==> config.mk <==
export PLATFORM = sky130hd
export DESIGN_NAME = gpiw_top
export DESIGN_NICKNAME = d
export VERILOG_FILES = /design/src/core/gpiw_pkg.sv /design/src/core/gpiw_top.sv
export SDC_FILE = /design/constraint.sdc
export NUM_CORES = 2
export LEC_CHECK = 0
export ABC_AREA = 1
export BUFFER_PORTS_ARGS = -buffer_cell sky130_fd_sc_hd__buf_2
export CAP_MARGIN = 20
export CORE_UTILIZATION = 29
export DETAILED_ROUTE_END_ITERATION = 6
export HOLD_SLACK_MARGIN = 0.12
export PLACE_DENSITY = 0.52
export SLEW_MARGIN = 40
export SYNTH_ARGS = -nofsm -noshare
export SYNTH_HDL_FRONTEND = slang
export SYNTH_SLANG_ARGS = --single-unit
==> constraint.sdc <==
create_clock -name clock -period 3.3 [get_ports clock]
set_input_delay 0 -clock clock [delete_from_list [all_inputs] [get_ports clock]]
set_output_delay 0 -clock clock [all_outputs]
set_load 0.05 [all_outputs]
==> src/core/gpiw_pkg.sv <==
/*
 * Package of the pin interrupt and wake unit: register offsets, reset
 * values and widths shared by the design and the bench.
 * Assumes a 32-bit classic Wishbone slave port with byte addresses.
 */
package gpiw_pkg;

    // ==========================================================
    // Widths
    localparam int GPIW_W = 32;
    localparam int GPIW_AW = 8;

    // ==========================================================
    // Register offsets (byte addresses)
    localparam logic [7:0] OFS_FSEL0 = 8'h00;
    localparam logic [7:0] OFS_FSEL0_SET = 8'h04;
    localparam logic [7:0] OFS_FSEL0_CLR = 8'h08;
    localparam logic [7:0] OFS_OUTEN = 8'h0c;
    localparam logic [7:0] OFS_OUTEN_SET = 8'h10;
    localparam logic [7:0] OFS_OUTEN_CLR = 8'h14;
    localparam logic [7:0] OFS_OUTLVL = 8'h18;
    localparam logic [7:0] OFS_OUTLVL_SET = 8'h1c;
    localparam logic [7:0] OFS_OUTLVL_CLR = 8'h20;
    localparam logic [7:0] OFS_INLVL = 8'h24;
    localparam logic [7:0] OFS_TRIG_TYPE = 8'h28;
    localparam logic [7:0] OFS_TRIG_POL = 8'h2c;
    localparam logic [7:0] OFS_INEN = 8'h30;
    localparam logic [7:0] OFS_IRQEN = 8'h34;
    localparam logic [7:0] OFS_IRQEN_SET = 8'h38;
    localparam logic [7:0] OFS_IRQEN_CLR = 8'h3c;
    localparam logic [7:0] OFS_PEND = 8'h40;
    localparam logic [7:0] OFS_PEND_CLR = 8'h48;
    localparam logic [7:0] OFS_PWKEN = 8'h4c;
    localparam logic [7:0] OFS_PWKEN_SET = 8'h50;
    localparam logic [7:0] OFS_PWKEN_CLR = 8'h54;
    localparam logic [7:0] OFS_BOTH = 8'h5c;
    localparam logic [7:0] OFS_PADA = 8'h60;
    localparam logic [7:0] OFS_PADB = 8'h64;
    localparam logic [7:0] OFS_FSEL1 = 8'h68;
    localparam logic [7:0] OFS_FSEL1_SET = 8'h6c;
    localparam logic [7:0] OFS_FSEL1_CLR = 8'h70;
    localparam logic [7:0] OFS_FSEL2 = 8'h74;
    localparam logic [7:0] OFS_FSEL2_SET = 8'h78;
    localparam logic [7:0] OFS_FSEL2_CLR = 8'h7c;
    localparam logic [7:0] OFS_HYS = 8'ha8;
    localparam logic [7:0] OFS_SLEW = 8'hac;
    localparam logic [7:0] OFS_DSLO = 8'hb0;
    localparam logic [7:0] OFS_DSHI = 8'hb4;
    localparam logic [7:0] OFS_PULL = 8'hb8;
    localparam logic [7:0] OFS_VSEL = 8'hc0;
    localparam logic [7:0] OFS_AON_WSTAT = 8'hd0;
    localparam logic [7:0] OFS_AON_WEN = 8'hd4;
    localparam logic [7:0] OFS_PM_WEN = 8'hd8;

    // ==========================================================
    // Reset values
    localparam logic [31:0] RST_FSEL0 = 32'hffff_ffff;
    localparam logic [31:0] RST_INEN = 32'h0000_0303;
    localparam logic [31:0] RST_ZERO = 32'h0000_0000;

endpackage : gpiw_pkg

==> src/core/gpiw_top.sv <==
/*
 * Pin interrupt and wake unit of one 32-bit general-purpose port with
 * its Wishbone register file, pad output control and wake status.
 * Assumes one 100 MHz clock, a synchronous active-low reset that merges
 * every reset source, and pad inputs that are asynchronous.
 */
// The Wishbone register port was left to the implementer.
`timescale 1ns/1ps
module gpiw_top
    import gpiw_pkg::*;
(
    // Clock and reset
    input wire logic clock,
    input wire logic rst_n,
    // Wishbone slave
    input wire logic wb_cyc_i,
    input wire logic wb_stb_i,
    input wire logic wb_we_i,
    input wire logic [GPIW_AW-1:0] wb_adr_i,
    input wire logic [3:0] wb_sel_i,
    input wire logic [31:0] wb_dat_i,
    output logic [31:0] wb_dat_o,
    output logic wb_ack_o,
    // Pads
    input wire logic [31:0] pad_in,
    output logic [31:0] pad_out,
    output logic [31:0] pad_oe,
    // Peripheral alternate functions
    input wire logic [31:0] periph_out,
    input wire logic [31:0] periph_oe,
    output logic [31:0] periph_in,
    output logic [31:0] periph_pin_function,
    output logic [31:0] af_select_bit1,
    output logic [31:0] af_select_bit2,
    // Interrupt and wake lines
    output logic port_irq_line,
    output logic pin_wake_irq_line,
    output logic pm_wake_request
);

    // ==========================================================
    // Register state

    // Every instance keeps its own copy of all of this state
    logic [31:0] fsel0, fsel1, fsel2, outen, outlvl;
    logic [31:0] trig_type, trig_pol, inen, irqen, pend, pwken, both;
    logic [31:0] pada, padb, hys, slew, dslo, dshi, pull, vsel;
    logic [31:0] aon_wstat, aon_wen;
    logic pm_wen;
    logic [31:0] next_fsel0, next_fsel1, next_fsel2, next_outen;
    logic [31:0] next_outlvl, next_trig_type, next_trig_pol, next_inen;
    logic [31:0] next_irqen, next_pend, next_pwken, next_both;
    logic [31:0] next_pada, next_padb, next_hys, next_slew, next_dslo;
    logic [31:0] next_dshi, next_pull, next_vsel, next_aon_wstat;
    logic [31:0] next_aon_wen;
    logic next_pm_wen;

    // Bus state
    logic ack, next_ack;
    logic [31:0] rdat, next_rdat;
    logic wr, rd;
    logic [31:0] wmask, wdat;

    // Pin sampling state
    logic [31:0] sync1, sync2, sync3, lvl, lvl_prev;
    logic [31:0] next_lvl;

    // Detection terms
    logic [31:0] rise, fall, io_mode, edge_hit, level_hit, pin_event;
    logic [31:0] wake_edge;
    logic next_irq, next_wake, next_pmreq;

    // ==========================================================
    // Bus decode

    // Request is taken on the first cycle of a strobe; ack follows
    assign wr = wb_cyc_i & wb_stb_i & wb_we_i & ~ack;
    assign rd = wb_cyc_i & wb_stb_i & ~wb_we_i & ~ack;
    assign wmask = {{8{wb_sel_i[3]}}, {8{wb_sel_i[2]}},
                    {8{wb_sel_i[1]}}, {8{wb_sel_i[0]}}};
    assign wdat = wb_dat_i & wmask;

    // Byte-lane merge for plain read-write registers
    function automatic logic [31:0] merge(input logic [31:0] cur,
                                          input logic [31:0] d,
                                          input logic [31:0] m);
        merge = (cur & ~m) | (d & m);
    endfunction : merge

    // Ones written to set or clear offsets act bit by bit
    function automatic logic [31:0] apply(input logic [31:0] cur,
                                          input logic [7:0] adr,
                                          input logic [7:0] base,
                                          input logic [7:0] set_ofs,
                                          input logic [7:0] clr_ofs,
                                          input logic [31:0] d,
                                          input logic [31:0] m);
        apply = cur;
        if (adr == base) begin
            apply = merge(cur, d, m);
        end else if (adr == set_ofs) begin
            apply = cur | d;
        end else if (adr == clr_ofs) begin
            apply = cur & ~d;
        end
    endfunction : apply

    // ==========================================================
    // Pin sampling and edge detection

    // Three flops; a level change is taken once stages two and three agree
    always_comb begin
        next_lvl = lvl;
        for (int i = 0; i < GPIW_W; i++) begin
            if (sync2[i] == sync3[i]) begin
                next_lvl[i] = sync3[i];
            end
        end
    end

    // Edges come from the filtered level against its previous sample
    assign rise = lvl & ~lvl_prev;
    assign fall = ~lvl & lvl_prev;

    // ==========================================================
    // Interrupt detection

    // Function bit zero set means software I/O, clear means alternate
    assign io_mode = fsel0;
    // Edge choice: both-edges overrides the polarity bit
    assign edge_hit = (both & (rise | fall))
                    | (~both & ~trig_pol & rise)
                    | (~both & trig_pol & fall);
    // Level choice: polarity one means high is active
    assign level_hit = (trig_pol & lvl) | (~trig_pol & ~lvl);
    // Alternate-function pins are gated off here; the peripheral owns them
    assign pin_event = io_mode & inen
                     & ((trig_type & edge_hit)
                     | (~trig_type & level_hit));

    // Wake sees edges only, since levels need the clock running
    assign wake_edge = (rise | fall)
                     & aon_wen & pwken
                     & {32{pm_wen}};

    // ==========================================================
    // Register next values

    // Set by hardware wins over a clear written in the same cycle
    always_comb begin
        next_fsel0 = fsel0;
        next_fsel1 = fsel1;
        next_fsel2 = fsel2;
        next_outen = outen;
        next_outlvl = outlvl;
        next_trig_type = trig_type;
        next_trig_pol = trig_pol;
        next_inen = inen;
        next_irqen = irqen;
        next_pwken = pwken;
        next_both = both;
        next_pada = pada;
        next_padb = padb;
        next_hys = hys;
        next_slew = slew;
        next_dslo = dslo;
        next_dshi = dshi;
        next_pull = pull;
        next_vsel = vsel;
        next_aon_wen = aon_wen;
        next_pm_wen = pm_wen;
        next_pend = pend;
        next_aon_wstat = aon_wstat;
        if (wr) begin
            next_fsel0 = apply(fsel0, wb_adr_i, OFS_FSEL0, OFS_FSEL0_SET,
                               OFS_FSEL0_CLR, wdat, wmask);
            next_fsel1 = apply(fsel1, wb_adr_i, OFS_FSEL1, OFS_FSEL1_SET,
                               OFS_FSEL1_CLR, wdat, wmask);
            next_fsel2 = apply(fsel2, wb_adr_i, OFS_FSEL2, OFS_FSEL2_SET,
                               OFS_FSEL2_CLR, wdat, wmask);
            next_outen = apply(outen, wb_adr_i, OFS_OUTEN, OFS_OUTEN_SET,
                               OFS_OUTEN_CLR, wdat, wmask);
            next_outlvl = apply(outlvl, wb_adr_i, OFS_OUTLVL,
                                OFS_OUTLVL_SET, OFS_OUTLVL_CLR, wdat,
                                wmask);
            // Per-pin enables, any subset
            next_irqen = apply(irqen, wb_adr_i, OFS_IRQEN, OFS_IRQEN_SET,
                               OFS_IRQEN_CLR, wdat, wmask);
            next_pwken = apply(pwken, wb_adr_i, OFS_PWKEN, OFS_PWKEN_SET,
                               OFS_PWKEN_CLR, wdat, wmask);
            case (wb_adr_i)
                OFS_TRIG_TYPE: next_trig_type = merge(trig_type, wdat, wmask);
                OFS_TRIG_POL: next_trig_pol = merge(trig_pol, wdat, wmask);
                OFS_INEN: next_inen = merge(inen, wdat, wmask);
                OFS_BOTH: next_both = merge(both, wdat, wmask);
                OFS_PADA: next_pada = merge(pada, wdat, wmask);
                OFS_PADB: next_padb = merge(padb, wdat, wmask);
                OFS_HYS: next_hys = merge(hys, wdat, wmask);
                OFS_SLEW: next_slew = merge(slew, wdat, wmask);
                OFS_DSLO: next_dslo = merge(dslo, wdat, wmask);
                OFS_DSHI: next_dshi = merge(dshi, wdat, wmask);
                OFS_PULL: next_pull = merge(pull, wdat, wmask);
                OFS_VSEL: next_vsel = merge(vsel, wdat, wmask);
                OFS_AON_WEN: next_aon_wen = merge(aon_wen, wdat, wmask);
                OFS_PM_WEN: begin
                    if (wb_sel_i[0]) begin
                        next_pm_wen = wb_dat_i[0];
                    end
                end
                OFS_PEND_CLR: next_pend = pend & ~wdat;
                OFS_AON_WSTAT: next_aon_wstat = aon_wstat & ~wdat;
                default: begin
                end
            endcase
        end
        // Detected events latch after any clear in this cycle
        next_pend = next_pend | pin_event;
        next_aon_wstat = next_aon_wstat | wake_edge;
    end

    // Reading the flags has no side effect; pend clears by its clear offset, wake status by ones written to its own offset
    always_comb begin
        next_ack = wb_cyc_i & wb_stb_i & ~ack;
        next_rdat = rdat;
        if (rd) begin
            case (wb_adr_i)
                OFS_FSEL0: next_rdat = fsel0;
                OFS_FSEL1: next_rdat = fsel1;
                OFS_FSEL2: next_rdat = fsel2;
                OFS_OUTEN: next_rdat = outen;
                OFS_OUTLVL: next_rdat = outlvl;
                OFS_INLVL: next_rdat = lvl & inen;
                OFS_TRIG_TYPE: next_rdat = trig_type;
                OFS_TRIG_POL: next_rdat = trig_pol;
                OFS_INEN: next_rdat = inen;
                OFS_IRQEN: next_rdat = irqen;
                OFS_PEND: next_rdat = pend;
                OFS_PWKEN: next_rdat = pwken;
                OFS_BOTH: next_rdat = both;
                OFS_PADA: next_rdat = pada;
                OFS_PADB: next_rdat = padb;
                OFS_HYS: next_rdat = hys;
                OFS_SLEW: next_rdat = slew;
                OFS_DSLO: next_rdat = dslo;
                OFS_DSHI: next_rdat = dshi;
                OFS_PULL: next_rdat = pull;
                OFS_VSEL: next_rdat = vsel;
                OFS_AON_WSTAT: next_rdat = aon_wstat;
                OFS_AON_WEN: next_rdat = aon_wen;
                OFS_PM_WEN: next_rdat = {31'h0000_0000, pm_wen};
                default: next_rdat = RST_ZERO;
            endcase
        end
    end

    // Port line stays valid in light sleep since the clock still runs
    always_comb begin
        next_irq = |(pend & irqen);
        next_wake = |aon_wstat;
        next_pmreq = |wake_edge;
    end

    // ==========================================================
    // Registers

    // One merged reset covers system, soft, power-on and port resets
    always_ff @(posedge clock) begin
        if (!rst_n) begin
            fsel0 <= RST_FSEL0;
            fsel1 <= RST_ZERO;
            fsel2 <= RST_ZERO;
            outen <= RST_ZERO;
            outlvl <= RST_ZERO;
            trig_type <= RST_ZERO;
            trig_pol <= RST_ZERO;
            inen <= RST_INEN;
            irqen <= RST_ZERO;
            pend <= RST_ZERO;
            pwken <= RST_ZERO;
            both <= RST_ZERO;
            pada <= RST_ZERO;
            padb <= RST_ZERO;
            hys <= RST_ZERO;
            slew <= RST_ZERO;
            dslo <= RST_ZERO;
            dshi <= RST_ZERO;
            pull <= RST_ZERO;
            vsel <= RST_ZERO;
            aon_wstat <= RST_ZERO;
            aon_wen <= RST_ZERO;
            pm_wen <= 1'b0;
            ack <= 1'b0;
            rdat <= RST_ZERO;
            port_irq_line <= 1'b0;
            pin_wake_irq_line <= 1'b0;
            pm_wake_request <= 1'b0;
        end else begin
            fsel0 <= next_fsel0;
            fsel1 <= next_fsel1;
            fsel2 <= next_fsel2;
            outen <= next_outen;
            outlvl <= next_outlvl;
            trig_type <= next_trig_type;
            trig_pol <= next_trig_pol;
            inen <= next_inen;
            irqen <= next_irqen;
            pend <= next_pend;
            pwken <= next_pwken;
            both <= next_both;
            pada <= next_pada;
            padb <= next_padb;
            hys <= next_hys;
            slew <= next_slew;
            dslo <= next_dslo;
            dshi <= next_dshi;
            pull <= next_pull;
            vsel <= next_vsel;
            aon_wstat <= next_aon_wstat;
            aon_wen <= next_aon_wen;
            pm_wen <= next_pm_wen;
            ack <= next_ack;
            rdat <= next_rdat;
            port_irq_line <= next_irq;
            pin_wake_irq_line <= next_wake;
            pm_wake_request <= next_pmreq;
        end
    end

    // Synchroniser and sample history; the chain keeps loading during
    // reset so the history equals the pin on release and no false edge
    // follows reset (a reset of four cycles or more flushes it)
    always_ff @(posedge clock) begin
        sync1 <= pad_in;
        sync2 <= sync1;
        sync3 <= sync2;
        if (!rst_n) begin
            lvl <= sync3;
            lvl_prev <= sync3;
        end else begin
            lvl <= next_lvl;
            lvl_prev <= lvl;
        end
    end

    // ==========================================================
    // Outputs

    assign wb_ack_o = ack;
    assign wb_dat_o = rdat;
    // Output level is ignored unless the pin is in I/O mode; outen drives only pad_oe
    assign pad_out = (io_mode & outlvl) | (~io_mode & periph_out);
    assign pad_oe = (io_mode & outen) | (~io_mode & periph_oe);
    assign periph_in = lvl;
    assign periph_pin_function = ~io_mode;
    assign af_select_bit1 = fsel1;
    assign af_select_bit2 = fsel2;

endmodule : gpiw_top

==> impl_summary.txt <==
----------------------------------------------------
[Logic synthesis]
  Top cell types by occurrence after synthesis ... 1,752 x sky130_fd_sc_hd__nand2_1, 869 x sky130_fd_sc_hd__dfxtp_1, 718 x sky130_fd_sc_hd__a21oi_1
  Most frequent cell after synthesis ... sky130_fd_sc_hd__nand2_1
  Primary flip-flop cell chosen by synthesis mapping ... sky130_fd_sc_hd__dfxtp_1
  Synth top area share ... 40.9%
  Net count after synthesis ... 6,495
  Count of distinct cell types in the synthesized netlist ... 36
  Mean instance size in the synthesized netlist ... 6.77 um2
  Top area cells in the synthesized netlist ... sky130_fd_sc_hd__dfxtp_1 41%, sky130_fd_sc_hd__nand2_1 15%, sky130_fd_sc_hd__a21oi_1 8.4%
  Yosys top cell by area ... sky130_fd_sc_hd__dfxtp_1
  Number of flops mapped to enable cells by yosys ... 32
  Number of warnings reported in the yosys synthesis log ... 0
  Cell area after synthesis ... 42,600 um2
  FF+latch count, synth ... 901
  Count of mapped cells out of synthesis ... 6,286
  Sequential cell area fraction in the yosys report ... 43.1%
  Async set-reset flop share out of synthesis ... 0%

[Power and ir drop]
  Cell Pwr Density ... 494 nW/um2
  Max IR drop VDD ... 0.394 mV
  Cell internal power dissipation ... 19.1 mW
  Proportion of power drawn by the clock network ... 49.8%
  P_sw ... 6.63 mW
  Switching share of power ... 25.8%
  Leak ... 21.3 nW
  Part of the power in combinational logic ... 6.5%
  Sequential Power Share ... 43.7%

[STA]
  Tcrit/Tclk final ... 93.6%
  Unrepaired setup endpoints after global routing ... false
  Setup clock skew after layout ... 0.0367 ns
  Worst hold slack ... 0.205 ns
  Slew at the pin with the worst max-slew slack ... 0.924 ns
  Count of final hold-check violations ... 0
  PnR worst setup slack ... 0.213 ns
  Fmax ... 324 MHz
  Period minus WS final ... 3.09 ns
  Number of failing setup endpoints in the final timing report ... 0
  Slew HR ... 38.3%
  Total negative slack for setup checks ... 0 ns
  Number of max-slew violations in the final report ... 0

[Placed design]
  DPL Wire Length ... 153,000 um
  Inst Count DP ... 8,385
  Final RePlAce weighted congestion ... 0.975
  Number of input and output port buffers inserted ... 372
  Setup slack at placement ... 0.486 ns

[Clocking]
  Maximum clock path buffer count ... 3
  Total number of clock tree sinks ... 901
  Total clock buffers created by CTS ... 106
  Clock transition at the register clock pins on the worst setup and hold paths after CTS ... 0.06 ns
  Clock latency on the worst-skew pair ... 0.77 ns
  Buffer type at the clock tree root ... sky130_fd_sc_hd__clkbuf_16
  # resized after CTS ... 0
  Clock tree from TritonCTS ... built
  Total number of H-tree levels ... 3

[Critical path]
  Data arrival time of the critical path ... 3.63 ns
  Crit path launch type ... flip-flop
  Combined buffer and inverter count along the critical path ... 2
  Maximum cell stage delay along the critical path ... 0.66 ns
  Critical register-to-register path startpoint ... pm_wen
  CP max FO ... 13
  Data required time at the worst endpoint ... 3.85 ns
  Launch point of the critical path ... pm_wen
  R2R depth ... 9
  Setup Crit Path Kind ... flip-flop to flip-flop
  Critical path endpoint category ... flip-flop
  Top cell family by delay on the critical path ... simple AND/OR/NAND/NOR gates
  Endpoint of the worst register-to-register path ... pm_wake_request
  Worst setup slack for register-to-register paths ... 0.21 ns
  Max stage delay cell, worst path ... sky130_fd_sc_hd__inv_1
  Cells traversed along the worst timing path ... inv_1 -> nor2_1 -> nand3_1 -> nand2_1 -> nor3_1 -> buf_4 -> nand4_1 -> nor2_1 -> a21oi_1
  Cell repeated most along the worst path ... sky130_fd_sc_hd__nor2_1

[Layout]
  Number of cells in the finished layout apart from fillers ... 8,711
  Final Net Count ... 6,905
  Fraction of the core area covered by cells at the end of the flow ... 35.7%
  Share of cells above drive strength 1 ... 12.3%
  Fillers ... 15,674
  Syn-to-layout area delta ... 22.2%

[Floorplan]
  Die Span Y ... 385 um
  Row count ... 140
  Full die area ... 148,000 um2
  I/O pin count ... 373
  Chip width ... 385 um
  Core Box Area ... 146,000 um2
  Initial Util ... 29.2%

[GRT]
  Global-route wire length before repair ... 312,000 um
  Maximum number of pins on one net before global-route repair ... 80
  Global-route usage over all layers ... 28.8%
  Number of antenna violations at the first check in global routing ... 10
  Vias in the first global route ... 43,155
  Global route overflow ... 0

[Hold path]
  Cell depth of the worst min-delay path ... 7
  Path class of the lowest-slack min-delay path ... input port to flip-flop
  Hold Crit Start ... wb_adr_i[0]

[Route]
  DR pass1 iterations ... 6
  Via-to-Cell Ratio ... 5.43
  Residual DRC count ... 0
  Final routed wire length divided by cell count ... 25.3 um
  Antenna Violating Nets Remaining ... 0
  DRC marker count from the first detailed-route iteration ... 5,972
  Detailed-route via count ... 47,334
  Total length of routed wires ... 220,000 um

[Run status]
  Result of the run ... finished, final reports clean

[Job]
  Number of violations of the max-capacitance limit ... 0

----------------------------------------------------
==> kinds of logic after synthesis <==
kind of cell               count (synthesis)  synth area share (%)
AOI/OAI and AO/OA                       1334                  16.3
adders and majority gates                 64                  1.88
buffers and inverters                    783                  7.17
DFF                                      901                  43.1
and+or+nand+nor                         3204                  31.5
==> final cells by class <==
class                   instances  area [um2]  area share [%]
well taps                    1917        2400            4.61
repair buffers                675        4640            8.92
clock buffers                 157        3070            5.91
clock inverters                44         662            1.27
multi-input cells            4602       21300            41.0
flip-flops and latches        901       18400            35.3
diodes                          5        12.5          0.0240
inverters                     410        1550            2.98
==> worst max path at each step <==
stage | endpoint | slack (ns) | depth (start not counted)
floorplan | flip-flop | 1.21 | 8
global placement | pm_wake_request | 0.46 | 9
detailed placement | pm_wake_request | 0.49 | 9
CTS | flip-flop | 0.32 | 12
global route | flip-flop | 0.14 | 12
finish | pm_wake_request | 0.21 | 9
==> routing by layer <==
metal / wire, um / vias up / GRT usage, %
met5: 99 / - / 0
met1: 93600 / 22394 / 39.8
met2: 90900 / 2863 / 42.0
met4: 11800 / 14 / 13.7
li1: - / 21544 / -
met3: 24100 / 519 / 6.67
==> worst register-to-register path, cell delays in order, from the launching register on <==
cell and delay (ns):
sky130_fd_sc_hd__dfxtp_1 0.31, sky130_fd_sc_hd__inv_1 0.66, sky130_fd_sc_hd__nor2_1 0.13, sky130_fd_sc_hd__nand3_1 0.14
sky130_fd_sc_hd__nand2_1 0.07, sky130_fd_sc_hd__nor3_1 0.49, sky130_fd_sc_hd__buf_4 0.20, sky130_fd_sc_hd__nand4_1 0.07
sky130_fd_sc_hd__nor2_1 0.47, sky130_fd_sc_hd__a21oi_1 0.34
==> power groups by stage <==
| stage | Clock (mW) | Sequential, mW | Combinational (mW) |
|---|---|---|---|
| CTS | 12.9 | 11.2 | 1.63 |
| finish | 12.8 | 11.2 | 1.68 |
| global placement | 0 | 11.5 | 1.51 |
| detailed placement | 0 | 11.5 | 1.51 |
| global route | 13.4 | 11.2 | 1.75 |
| floorplan | 0 | 11.5 | 0.673 |
==> metrics by stage <==
step	total power, mW	area, um2
final	25.7	52000
after global routing	26.4	52000
after CTS	25.8	52000
after detailed placement	13.0	47100
after global placement	13.0	47100
after floorplan	12.2	42600
==> placed cells by master (no fill, tap or decap), types with 14 or more instances in the layout <==
cell type,netlist,final
sky130_fd_sc_hd__o21ai_1,69,69
sky130_fd_sc_hd__nor2_1,622,606
sky130_fd_sc_hd__a22oi_1,41,41
sky130_fd_sc_hd__o21ai_0,457,456
sky130_fd_sc_hd__ha_1,64,64
sky130_fd_sc_hd__nand2_1,1752,1752
sky130_fd_sc_hd__dlygate4sd3_1,0,120
sky130_fd_sc_hd__bufinv_16,0,14
sky130_fd_sc_hd__nand4_1,70,70
sky130_fd_sc_hd__clkinv_2,0,20
sky130_fd_sc_hd__buf_2,79,371
sky130_fd_sc_hd__clkbuf_8,0,23
sky130_fd_sc_hd__inv_1,379,373
sky130_fd_sc_hd__nor2_4,15,32
sky130_fd_sc_hd__edfxtp_1,32,32
sky130_fd_sc_hd__clkbuf_16,0,106
sky130_fd_sc_hd__inv_2,27,28
sky130_fd_sc_hd__buf_4,3,168
sky130_fd_sc_hd__buf_12,0,16
sky130_fd_sc_hd__clkbuf_1,281,28
sky130_fd_sc_hd__nand3b_1,24,24
sky130_fd_sc_hd__nand3_1,651,651
sky130_fd_sc_hd__o221ai_1,32,32
sky130_fd_sc_hd__dfxtp_1,869,869
sky130_fd_sc_hd__a21oi_1,718,717
sky130_fd_sc_hd__nor4_1,16,16
sky130_fd_sc_hd__nor2_2,31,30
==> repair_timing <==
item	CTS	global route
setup buffers	0	0
hold endpoints to repair	760	0
hold buffers	120	0
No activity file was read; power rests on OpenSTA's default activity.
